--- src/pms_pkg.sv ---
// ----------------------------------------------------------------
// power mode switch constants
// ----------------------------------------------------------------
package pms_pkg;

  // control/status byte layout
  localparam int unsigned CTRL_WIDTH = 8; // width of the control/status byte
  localparam int unsigned BIT_POWER_SAVE = 0; // power_save_select
  localparam int unsigned BIT_FAST_OFF = 1; // fast_osc_off_request
  localparam int unsigned BIT_IDLE = 2; // idle request
  localparam int unsigned BIT_HALT = 3; // halt request
  localparam int unsigned BIT_DEFER = 5; // defer_low_power_to_wait
  localparam int unsigned BIT_FAST_GOOD = 6; // fast_clock_good, read only
  localparam int unsigned BIT_SLOW_GOOD = 7; // slow_clock_good, read only
  localparam logic [7:0] CTRL_RESET = 8'h00; // all control bits clear

  // wishbone map, byte addresses
  localparam int unsigned WB_ADR_W = 4; // address width
  localparam int unsigned WB_DAT_W = 32; // data width
  localparam logic [3:0] REG_CTRL_STATUS = 4'h0; // power_mode_ctrl_status
  localparam logic [3:0] REG_WAIT = 4'h4; // write: issue a wait event

  // slow clock divider: fast clock divided by 512
  localparam logic [7:0] SLOW_DIV_LAST = 8'hff; // half period minus one

  // power modes
  typedef enum logic [1:0] {
    PMS_ACTIVE,
    PMS_PSAVE,
    PMS_IDLE,
    PMS_HALT
  } pms_mode_t;

endpackage

--- src/pms_if.sv ---
`timescale 1ns/1ps
`default_nettype none
// ----------------------------------------------------------------
// link between the cpu end and the power mode device
// ----------------------------------------------------------------
interface pms_if;
  logic wr_strobe; // one-cycle write of the control byte
  logic [7:0] wr_data; // control byte being written
  logic wait_pulse; // one-cycle wait instruction event
  logic [7:0] ctrl_status; // control/status byte read back

  // device end
  modport dev (
    input wr_strobe,
    input wr_data,
    input wait_pulse,
    output ctrl_status
  );

  // cpu end
  modport cpu (
    output wr_strobe,
    output wr_data,
    output wait_pulse,
    input ctrl_status
  );
endinterface
`default_nettype wire

--- src/pms_device.sv ---
// Overview of operation
// - idle bit plus wait enters idle
// - idle only from active/psave, active needs defer
// - halt bit plus wait enters halt similarly
// - fast clock stops only after low mode
// - psave runs slow; fast-off write stops fast
// - fast osc on in active, off halt
// - software awaits slow good before psave
// - psave clear reads zero after active reached
// - software reenables fast, waits good, exits
// - wake clears fast-off, awaits good, active
// - status bits show running stable clocks
// - mode switch waits for needed clock good
// - no slow crystal: fast stops only halt
// - no crystal: exits use fast, psave divided
// - slow crystal input held low means absent
// - no crystal: slow clock divides fast clock
// - defer bit picks immediate or wait timing
// - wake clears psave, idle, halt bits
// - reset clears control bits, starts active
`timescale 1ns/1ps
`default_nettype none
module pms_device
  import pms_pkg::*;
(
  input wire logic clock,
  input wire logic rstn,
  pms_if.dev link,
  input wire logic wake_event,
  input wire logic fast_osc_stable,
  input wire logic slow_osc_stable,
  input wire logic slow_crystal_input,
  output logic fast_osc_stop,
  output logic cpu_on_slow_clock,
  output pms_pkg::pms_mode_t power_mode,
  output logic slow_system_clock
);
  import pms_pkg::*;

  // ----------------------------------------------------------------
  // declarations
  // ----------------------------------------------------------------
  logic [3:0] sync_a; // first synchroniser stage
  logic [3:0] sync_b; // second synchroniser stage
  logic wake_s; // synchronised wake event
  logic fast_stable_s; // synchronised fast oscillator stable
  logic slow_stable_s; // synchronised slow oscillator stable
  logic crystal_s; // synchronised slow crystal input
  logic crystal_present; // slow crystal input seen high since reset
  logic [7:0] div_count; // slow clock divider count
  logic slow_div_clock; // divided fast clock
  pms_mode_t mode; // current power mode
  pms_mode_t next_mode; // mode for next cycle
  logic waking; // wake seen, waiting for fast clock
  logic wait_seen; // wait event held while clock not ready
  logic psm_bit; // power_save_select as read back
  logic psm_target; // software wants power save
  logic fast_off_req; // fast_osc_off_request
  logic idle_req; // idle request bit
  logic halt_req; // halt request bit
  logic defer; // defer_low_power_to_wait
  logic fast_good; // fast_clock_good
  logic slow_good; // slow_clock_good
  logic wake_hit; // wake accepted in a low-power mode
  logic low_mode; // power save or idle
  logic next_fast_stop; // oscillator stop for next cycle

  // ----------------------------------------------------------------
  // input synchronisers
  // ----------------------------------------------------------------
  // two flops on every asynchronous input
  always_ff @(posedge clock or negedge rstn)
  begin
    if (!rstn)
    begin
      sync_a <= 4'h0;
      sync_b <= 4'h0;
    end
    else
    begin
      sync_a <= {slow_crystal_input, slow_osc_stable, fast_osc_stable, wake_event};
      sync_b <= sync_a;
    end
  end

  assign wake_s = sync_b[0];
  assign fast_stable_s = sync_b[1];
  assign slow_stable_s = sync_b[2];
  assign crystal_s = sync_b[3];

  // ----------------------------------------------------------------
  // slow crystal detection and slow clock
  // ----------------------------------------------------------------
  // a tied-low input never rises, so the crystal stays absent
  always_ff @(posedge clock or negedge rstn)
  begin
    if (!rstn)
      crystal_present <= 1'b0;
    else if (crystal_s)
      crystal_present <= 1'b1;
  end

  // divided fast clock, used when no crystal is fitted
  always_ff @(posedge clock or negedge rstn)
  begin
    if (!rstn)
    begin
      div_count <= 8'h00;
      slow_div_clock <= 1'b0;
    end
    else if (div_count == SLOW_DIV_LAST)
    begin
      div_count <= 8'h00;
      slow_div_clock <= ~slow_div_clock;
    end
    else
      div_count <= div_count + 8'h01;
  end

  // slow clock source select, registered
  always_ff @(posedge clock or negedge rstn)
  begin
    if (!rstn)
      slow_system_clock <= 1'b0;
    else
      slow_system_clock <= crystal_present ? crystal_s : slow_div_clock;
  end

  // ----------------------------------------------------------------
  // clock status
  // ----------------------------------------------------------------
  // fast clock good only while running and reported stable
  assign fast_good = fast_stable_s & ~fast_osc_stop;
  // prescaled slow clock is always good
  assign slow_good = crystal_present ? slow_stable_s : 1'b1;
  assign low_mode = (mode == PMS_PSAVE) || (mode == PMS_IDLE);
  assign wake_hit = wake_s && (mode != PMS_ACTIVE);

  // ----------------------------------------------------------------
  // mode transitions
  // ----------------------------------------------------------------
  always_comb
  begin
    next_mode = mode;
    if (waking)
    begin
      // wake goes straight to active once fast clock good
      if (fast_good)
        next_mode = PMS_ACTIVE;
    end
    else
    begin
      unique case (mode)
        PMS_ACTIVE:
        begin
          // idle and halt need defer set before the wait
          if (wait_seen && defer && halt_req)
            next_mode = PMS_HALT;
          else if (wait_seen && defer && idle_req && slow_good)
            next_mode = PMS_IDLE;
          else if (psm_target && (!defer || wait_seen) && slow_good)
            next_mode = PMS_PSAVE;
        end
        PMS_PSAVE:
        begin
          if (wait_seen && halt_req)
            next_mode = PMS_HALT;
          else if (wait_seen && idle_req && slow_good)
            next_mode = PMS_IDLE;
          else if (!psm_target && fast_good)
            next_mode = PMS_ACTIVE;
        end
        PMS_IDLE:
          next_mode = PMS_IDLE; // left only by wake
        PMS_HALT:
          next_mode = PMS_HALT; // left only by wake
      endcase
    end
  end

  // mode register, starts active
  always_ff @(posedge clock or negedge rstn)
  begin
    if (!rstn)
      mode <= PMS_ACTIVE;
    else
      mode <= next_mode;
  end

  // wake in progress until active reached
  always_ff @(posedge clock or negedge rstn)
  begin
    if (!rstn)
      waking <= 1'b0;
    else if (wake_hit)
      waking <= 1'b1;
    else if (mode == PMS_ACTIVE)
      waking <= 1'b0;
  end

  // wait event kept only while a clock holds the switch off
  always_ff @(posedge clock or negedge rstn)
  begin
    if (!rstn)
      wait_seen <= 1'b0;
    else if (wake_hit || (next_mode != mode))
      wait_seen <= 1'b0;
    else
      wait_seen <= link.wait_pulse | (wait_seen & ~slow_good);
  end

  // ----------------------------------------------------------------
  // control bits
  // ----------------------------------------------------------------
  // wake clearing wins over a write in the same cycle
  always_ff @(posedge clock or negedge rstn)
  begin
    if (!rstn)
    begin
      fast_off_req <= 1'b0;
      idle_req <= 1'b0;
      halt_req <= 1'b0;
      defer <= 1'b0;
      psm_target <= 1'b0;
    end
    else if (wake_hit)
    begin
      fast_off_req <= 1'b0;
      idle_req <= 1'b0;
      halt_req <= 1'b0;
      psm_target <= 1'b0;
    end
    else if (link.wr_strobe)
    begin
      fast_off_req <= link.wr_data[BIT_FAST_OFF];
      idle_req <= link.wr_data[BIT_IDLE];
      halt_req <= link.wr_data[BIT_HALT];
      defer <= link.wr_data[BIT_DEFER];
      psm_target <= link.wr_data[BIT_POWER_SAVE];
    end
  end

  // power save bit as software sees it
  always_ff @(posedge clock or negedge rstn)
  begin
    if (!rstn)
      psm_bit <= 1'b0;
    else if (wake_hit)
      psm_bit <= 1'b0;
    else if (link.wr_strobe && (mode == PMS_ACTIVE))
      // deferred request reads one at once, else on arrival
      psm_bit <= link.wr_data[BIT_POWER_SAVE] & link.wr_data[BIT_DEFER];
    else if ((mode != PMS_PSAVE) && (next_mode == PMS_PSAVE))
      psm_bit <= 1'b1;
    else if ((mode == PMS_PSAVE) && (next_mode == PMS_ACTIVE))
      psm_bit <= 1'b0;
  end

  // ----------------------------------------------------------------
  // oscillator control
  // ----------------------------------------------------------------
  always_comb
  begin
    // halt stops unless waking, active never; low modes only with a crystal
    next_fast_stop = 1'b0;
    if (!waking)
    begin
      if (mode == PMS_HALT)
        next_fast_stop = 1'b1;
      else if (low_mode && fast_off_req && crystal_present)
        next_fast_stop = 1'b1;
    end
  end

  always_ff @(posedge clock or negedge rstn)
  begin
    if (!rstn)
      fast_osc_stop <= 1'b0;
    else
      fast_osc_stop <= next_fast_stop;
  end

  // ----------------------------------------------------------------
  // outputs
  // ----------------------------------------------------------------
  // cpu runs from slow clock outside active
  always_ff @(posedge clock or negedge rstn)
  begin
    if (!rstn)
      cpu_on_slow_clock <= 1'b0;
    else
      cpu_on_slow_clock <= (next_mode != PMS_ACTIVE);
  end

  assign power_mode = mode;

  // status byte, reserved bit reads zero
  always_ff @(posedge clock or negedge rstn)
  begin
    if (!rstn)
      link.ctrl_status <= CTRL_RESET;
    else
    begin
      link.ctrl_status <= 8'h00;
      link.ctrl_status[BIT_POWER_SAVE] <= psm_bit;
      link.ctrl_status[BIT_FAST_OFF] <= fast_off_req;
      link.ctrl_status[BIT_IDLE] <= idle_req;
      link.ctrl_status[BIT_HALT] <= halt_req;
      link.ctrl_status[BIT_DEFER] <= defer;
      link.ctrl_status[BIT_FAST_GOOD] <= fast_good;
      link.ctrl_status[BIT_SLOW_GOOD] <= slow_good;
    end
  end

endmodule
`default_nettype wire

--- src/flat_wrapper.sv ---
// flat-port wrapper written by rule: the top's interface ports become plain ports
module pms_device_flat import pms_pkg::*;
  (clock, rstn, wake_event, fast_osc_stable, slow_osc_stable, slow_crystal_input, fast_osc_stop, cpu_on_slow_clock, power_mode, slow_system_clock, link_wr_strobe, link_wr_data, link_wait_pulse, link_ctrl_status);
  pms_if link_i ();
  input wire logic clock;
  input wire logic rstn;
  input wire logic wake_event;
  input wire logic fast_osc_stable;
  input wire logic slow_osc_stable;
  input wire logic slow_crystal_input;
  output logic fast_osc_stop;
  output logic cpu_on_slow_clock;
  output pms_pkg::pms_mode_t power_mode;
  output logic slow_system_clock;
  input wire logic [$bits(link_i.wr_strobe)-1:0] link_wr_strobe;
  input wire logic [$bits(link_i.wr_data)-1:0] link_wr_data;
  input wire logic [$bits(link_i.wait_pulse)-1:0] link_wait_pulse;
  output wire logic [$bits(link_i.ctrl_status)-1:0] link_ctrl_status;
  assign link_i.wr_strobe = link_wr_strobe;
  assign link_i.wr_data = link_wr_data;
  assign link_i.wait_pulse = link_wait_pulse;
  assign link_ctrl_status = link_i.ctrl_status;
  pms_device u_core (.clock(clock), .rstn(rstn), .link(link_i), .wake_event(wake_event), .fast_osc_stable(fast_osc_stable), .slow_osc_stable(slow_osc_stable), .slow_crystal_input(slow_crystal_input), .fast_osc_stop(fast_osc_stop), .cpu_on_slow_clock(cpu_on_slow_clock), .power_mode(power_mode), .slow_system_clock(slow_system_clock));
endmodule
--- config.mk ---
export PLATFORM = sky130hd
export DESIGN_NAME = pms_device_flat
export DESIGN_NICKNAME = d
export VERILOG_FILES = /design/src/pms_pkg.sv /design/src/pms_if.sv /design/src/pms_device.sv /design/src/flat_wrapper.sv
export SDC_FILE = /design/constraint.sdc
export NUM_CORES = 1
export LEC_CHECK = 0
export BUFFER_PORTS_ARGS = -buffer_cell sky130_fd_sc_hd__buf_2
export CAP_MARGIN = 40
export CORE_ASPECT_RATIO = 0.8
export CORE_MARGIN = 5
export CORE_UTILIZATION = 45
export CTS_CLUSTER_SIZE = 25
export DETAILED_ROUTE_END_ITERATION = 8
export GPL_ROUTABILITY_DRIVEN = 1
export PLACE_DENSITY = 0.66
export SYNTH_ARGS = -nofsm -noshare
export SYNTH_HDL_FRONTEND = slang
export SYNTH_SLANG_ARGS = --single-unit
--- constraint.sdc ---
create_clock -name clock -period 5.3 [get_ports clock]
set_input_delay 1.06 -clock clock [delete_from_list [all_inputs] [get_ports clock]]
set_output_delay 1.06 -clock clock [all_outputs]
set_load 0.01 [all_outputs]
; After elaboration in Yosys (flattened, before gate mapping)
; Cells that the tools add are included.
[classes]
n_addsub = 1
multipliers = 0
n_div = 0
n_lt_le_gt_ge = 0
n_eq_ne = 7
shift = 0
muxes = 30
bitwise_logic = 8
n_reduce_logical = 29
[op_table]
columns = operator, count
row1 = two-way mux 1 bit, 20
row2 = logical AND 1 bit, 16
row3 = two-way mux 2 bit, 8
row4 = adder 8 x 1 -> 8 bit (second input constant), 1
row5 = == test 8 bit (second input constant), 1
row6 = two-way mux 8 bit, 1
row7 = one-hot mux 2 bit (4 select lines), 1
row8 = nonzero test 2 bit, 4
row9 = == test 2 x 1 -> 1 bit (second input constant), 2
row10 = == test 2 bit (second input constant), 2
row11 = zero test 2 bit, 2
row12 = inverter 1 bit, 4
row13 = nonzero test 4 bit, 1
row14 = AND 1 bit, 3
row15 = logical OR 1 bit, 3
row16 = zero test 1 bit, 2
row17 = != test 2 x 1 -> 1 bit (second input constant), 1
row18 = != test 2 bit, 1
row19 = AND reduction 2 bit, 1
row20 = OR 1 bit, 1
[word_totals]
ff_bits = 38
latch_bits = 0
ramBits = 0
rom_bits = 0
output_inout_bits = 13
wordCells = 93
mem_count = 0

; Logic depth before layout (Yosys ltp)
[depth]
word_depth = 15
ltp_mapped = 7
mapped_depth_nobuf = 7

; Worst setup path after synthesis
; OpenSTA, ideal clock, no wires.
[synth_path]
path_kind = in2reg
start = in link_wr_strobe
end = reg u_core.psm_bit
setup_time_ps = 94
arrival_time_ps = 1945
path_slack_ps = 3262
cell_stages = 5
path_buffers = 1
path_cell_list = clkbuf_1 > nand2_1 > a311oi_1 > o31ai_1 > a211oi_1
[synth_via]
elab_chain_cells = 3
[synth_lines]
columns = item, line_no
row1 = start: declaration, flat_wrapper.sv:15  ; input wire logic [$bits(link_i.wr_strobe)-1:0] link_wr_strobe;
row2 = logical AND 1 bit *, pms_device.sv:250  ; else if (link.wr_strobe && (mode == PMS_ACTIVE))
row3 = two-way mux 1 bit, pms_device.sv:250
row4 = two-way mux 1 bit, pms_device.sv:248  ; else if (wake_hit)
row5 = end signal: assignment, pms_device.sv:252  ; psm_bit <= link.wr_data[BIT_POWER_SAVE] & link.wr_data[BIT_DEFER];
row6 = end: declaration, pms_device.sv:56  ; logic psm_bit;
; Mark *: on every way between the ends. The rest lies on a longest branch, timed or not.
; A chain may end at the register's enable or synchronous reset.

; Final worst setup path
[layout_path]
start = reg u_core.mode[0] (netlist: u_core.power_mode[0])
end = reg u_core.wait_seen
[layout_via]
elab_chain_cells = 8
[layout_lines]
columns = item, line_no
row1 = start: declaration, pms_device.sv:52  ; pms_mode_t mode;
row2 = start signal: assignment, pms_device.sv:187  ; mode <= next_mode;
row3 = two-way mux 2 bit (on tied branches), "pms_device.sv:170, pms_device.sv:161"
row4 = two-way mux 2 bit (on tied branches), "pms_device.sv:168, pms_device.sv:159"
row5 = two-way mux 2 bit (on tied branches), "pms_device.sv:166, pms_device.sv:157"
row6 = one-hot mux 2 bit (4 select lines), pms_device.sv:153  ; unique case (mode)
row7 = two-way mux 2 bit, pms_device.sv:145  ; if (waking)
row8 = != test 2 bit, pms_device.sv:206  ; else if (wake_hit || (next_mode != mode))
row9 = logical OR 1 bit *, pms_device.sv:206
row10 = two-way mux 1 bit *, pms_device.sv:206
row11 = end signal: assignment, pms_device.sv:209  ; wait_seen <= link.wait_pulse | (wait_seen & ~slow_good);
row12 = end: declaration, pms_device.sv:55  ; logic wait_seen;
; Marks and branches as above.

==> implementation parameters <==
Parameter                              Value

Timing
  Hold Worst Slack    344.9 ps
  Setup TNS    0 ps
  Hold Fails Final Rpt    0
  Total setup violations reported at the end of the flow    0
  Fmax    roughly 0.44 GHz
  Slew at the pin with the worst max-slew slack    between 700 and 800 ps
  Unrepaired setup endpoints after global routing    false
  Clock tree skew after final layout    just over 5 ps
  Worst max-slew margin expressed relative to the limit    around 47%
  Share of the clock period used by the worst path after layout    a little over two fifths
  Time the worst path needs with I/O delays and setup    around 2300 ps
  Final number of max-transition violations    0

Setup path
  Top fanout value on the critical path    7
  Arrival @ worst endpoint    around 2500 ps
  Critical Path Max Stage Delay    approximately 470 ps
  Worst setup SP type    register
  Cell with the most instances on the worst path    sky130_fd_sc_hd__a221oi_1
  Critical path class    reg -> reg
  Reg-to-reg endpoint    u_core.wait_seen
  Slowest cell on crit path    sky130_fd_sc_hd__dfrtp_1
  CP Capture Type    register
  Req. time, crit path    5480 ps
  Crit path launch    u_core.power_mode[0]
  Ordered list of cells on the worst path    inv_1 -> ha_1 -> a311oi_1 -> a221oi_1 -> a211o_2 -> a221oi_1
  Startpoint of the most critical register-to-register path    u_core.power_mode[0]
  Worst setup slack for register-to-register paths    between 3000 and 4000 ps
  Worst reg2reg path depth    6

Clock network
  Buffer count from post-CTS setup fixing    0
  Clock insertion delay at the later pin of the skew report    between 200 and 300 ps
  Clock sink count    38
  TritonCTS Buffers    5
  Resized cells post-CTS    0
  CTS HTree Levels    2
  Clock root cell    sky130_fd_sc_hd__clkbuf_8
  CTS tree    done
  Clock Tree Buf Depth    2
  Post-cts hold buffer count    0
  Clock transition time at the flip-flop clock pins of the worst setup and hold paths    70 ps

Pwr
  Lkg Pwr    slightly above 0.9 nW
  Power dissipated by switching net loads    0.3146 mW
  Maximum vdd drop    around 0.00021 V
  Clock network fraction of design power    25.6%
  Power Dens Cells    around 480 nW/µm²
  Sequential Power Share    between 40% and 50%
  Comb pwr share    31.7%
  Cell-internal power    0.6041 mW
  Net switching share of the total power    around a third

Placed design
  Number of placed instances with taps included    between 200 and 250
  Area of placed instances    about 1800 µm²
  Number of port buffers    24
  Final weighted congestion of routability-driven global placement    between 0.9 and 1
  Post-DP HPWL    around 2300 µm

Drt
  Detailed router's first-iteration violation count    around 110
  Wire length on met3    between 200 and 250 µm
  Routed wire length per instance    around 15 µm
  Length of routed wiring on met1    1532 µm
  Via/cell ratio    approximately 5.4
  Overall via count from detail_route    between 1000 and 1500
  Top layer reached by signal wires    met4
  Sum of routed wire length over all layers    between 3000 and 4000 µm
  Drt pass-1 iters    4
  Final antenna-violating net count    0
  Metal2 WL    1342 µm
  Drc violations    0

Synthesis
  Post-synth EDFFs    0
  Share of synthesized flip-flops with an asynchronous set or reset    100.0%
  Post-Synthesis Net Count    ~160
  Combined area of all synthesized cells    1633 µm²
  Proportion of synthesized chip area in sequential cells    slightly below 60%
  Number of register bits inferred by synthesis    38
  Main synth FF type    sky130_fd_sc_hd__dfrtp_1
  Mean cell area of the mapped netlist    between 10 and 15 µm²
  Cells after synthesis    between 100 and 150
  Unique cell type count in the Yosys netlist    between 40 and 50
  Count of warnings emitted by yosys    0

Global routing
  Wire length of the first global-routing pass    between 5000 and 6000 µm
  Maximum number of pins on one net before global-route repair    39
  Gr usage total    ~14%
  Number of global-route vias before repair    approximately 1200
  Total congestion overflow after global routing    0
  Antenna violations before repair    0

Cells and area
  Area of all sequential standard cells    ~950 µm²
  Layout overhead on the synthesized area    16.02%
  Number of inserted diodes    0
  Ratio of cells with drive above 1 in the final layout    approximately a quarter
  Multi-input logic area    between 600 and 700 µm²
  Final cell utilization of the core    between 50 and 60%
  Count of non-filler cells in the finished layout    212
  Final Net Count    190
  Filler cells    307
  Final standard cell area without fillers    ~1900 µm²

Outcome
  Outcome    finished clean

Die
  Chip Height    63.88 µm
  Placeable Area    about 3500 µm²
  Initial core utilization    between 40% and 50%
  FP Rows    19
  Number of ports placed on the die boundary    29
  Die Span X    ~77 µm
  Die outline area    a little under 5000 µm²

Worst hold path
  Number of cells traversed by the worst hold path    0
  Worst Hold End    u_core.sync_b[2]
  Hold crit path type    reg -> reg
  Worst Hold Launch    u_core.sync_a[2]

Run
  Max-Cap Viols    0
## placed cells by master (no fill, tap or decap), types with 4 or more instances in the layout
| master | instances |
|---|---|
| sky130_fd_sc_hd__a21oi_1 | 4 |
| sky130_fd_sc_hd__nand2_1 | 9 |
| sky130_fd_sc_hd__dfrtp_1 | 38 |
| sky130_fd_sc_hd__nor2_1 | 14 |
| sky130_fd_sc_hd__clkbuf_8 | 5 |
| sky130_fd_sc_hd__buf_2 | 24 |
| sky130_fd_sc_hd__inv_1 | 9 |
| sky130_fd_sc_hd__ha_1 | 5 |
| sky130_fd_sc_hd__mux2i_1 | 4 |
## power by group through the flow
stage	Clock, mW	Sequential [mW]	Combinational [mW]
6_report	0.235	0.392	0.292
5_1_grt	0.257	0.401	0.327
4_1_cts	0.243	0.391	0.293
3_3_place_gp	0	0.396	0.293
2_1_floorplan	0	0.394	0.204
3_5_place_dp	0	0.397	0.291
## registers in the layout, summed over array words and instances, names as in the netlist, 2 cells and up
| signal | flops |
|---|---|
| u_core.div_count | 8 |
| u_core.link.ctrl_status | 7 |
| u_core.sync_a | 4 |
| u_core.sync_b | 4 |
| u_core.power_mode | 2 |
## how the worst max path moves through the flow
stage / slack, ps / to / cells past startpoint
finish: 3020 / u_core.wait_seen / 6
global route: 2800 / u_core.wait_seen / 6
CTS: 3060 / u_core.wait_seen / 6
detailed placement: 3090 / u_core.wait_seen / 6
global placement: 3100 / u_core.wait_seen / 6
floorplan: 3260 / u_core.psm_bit / 5
## per-stage QoR
| step | power, mW | setup WS, ps |
|---|---|---|
| after floorplan | 0.5977 | 3262 |
| final | 0.9187 | 3016 |
| after global placement | 0.6888 | 3097 |
| after global routing | 0.9850 | 2801 |
| after CTS | 0.9268 | 3057 |
| after detailed placement | 0.6881 | 3092 |
## cells in the mapped netlist, drive strengths merged (3+ instances only)
cell type  instances  area share (%)
dfrtp             38              58
nor2              14             3.2
inv               10             2.3
nand2              9             2.1
ha                 5             3.8
a21oi              4             1.2
mux2i              4             2.5
a221oi             3             2.0
a31oi              3             1.1
nand3              3            0.92
nor2b              3             1.1
o2111ai            3             1.6
xnor2              3             1.6
xor2               3             1.6
## kinds of logic (layout without fill, tap and decap cells)
family	after synthesis	after routing	share of synthesized area, %
simple gates	43	43	13.18
flops	38	38	58.24
compound gates	29	29	13.95
buf+inv	14	42	3.525
xor+xnor	6	6	3.219
mux	6	6	3.831
fa+ha+maj	5	5	3.831
other cells	1	1	0.2297
## worst max-delay path, delay by kind of cell (launching register included)
family	cells	cell delay (ps)
DFF	1	470
adders and majority gates	1	310
AOI/OAI and AO/OA	4	1230
buffers and inverters	1	160
## layout make-up
class                      instances  area share, %
clock buffer                       5          3.633
clock inverter                     3          2.114
inverter                          10          1.982
multi-input combinational         90          32.96
sequential                        38          50.20
tap                               42          2.774
timing repair buffer              24          6.341
## metal layers
| metal | vias up | GRT usage, % |
|---|---|---|
| met3 | 4 | 4.775 |
| met2 | 44 | 21.32 |
| met1 | 545 | 18.76 |
| met5 | - | 0 |
| met4 | 0 | 6.009 |
| li1 | 554 | - |
Note: power is estimated with default switching activity, not from simulation.
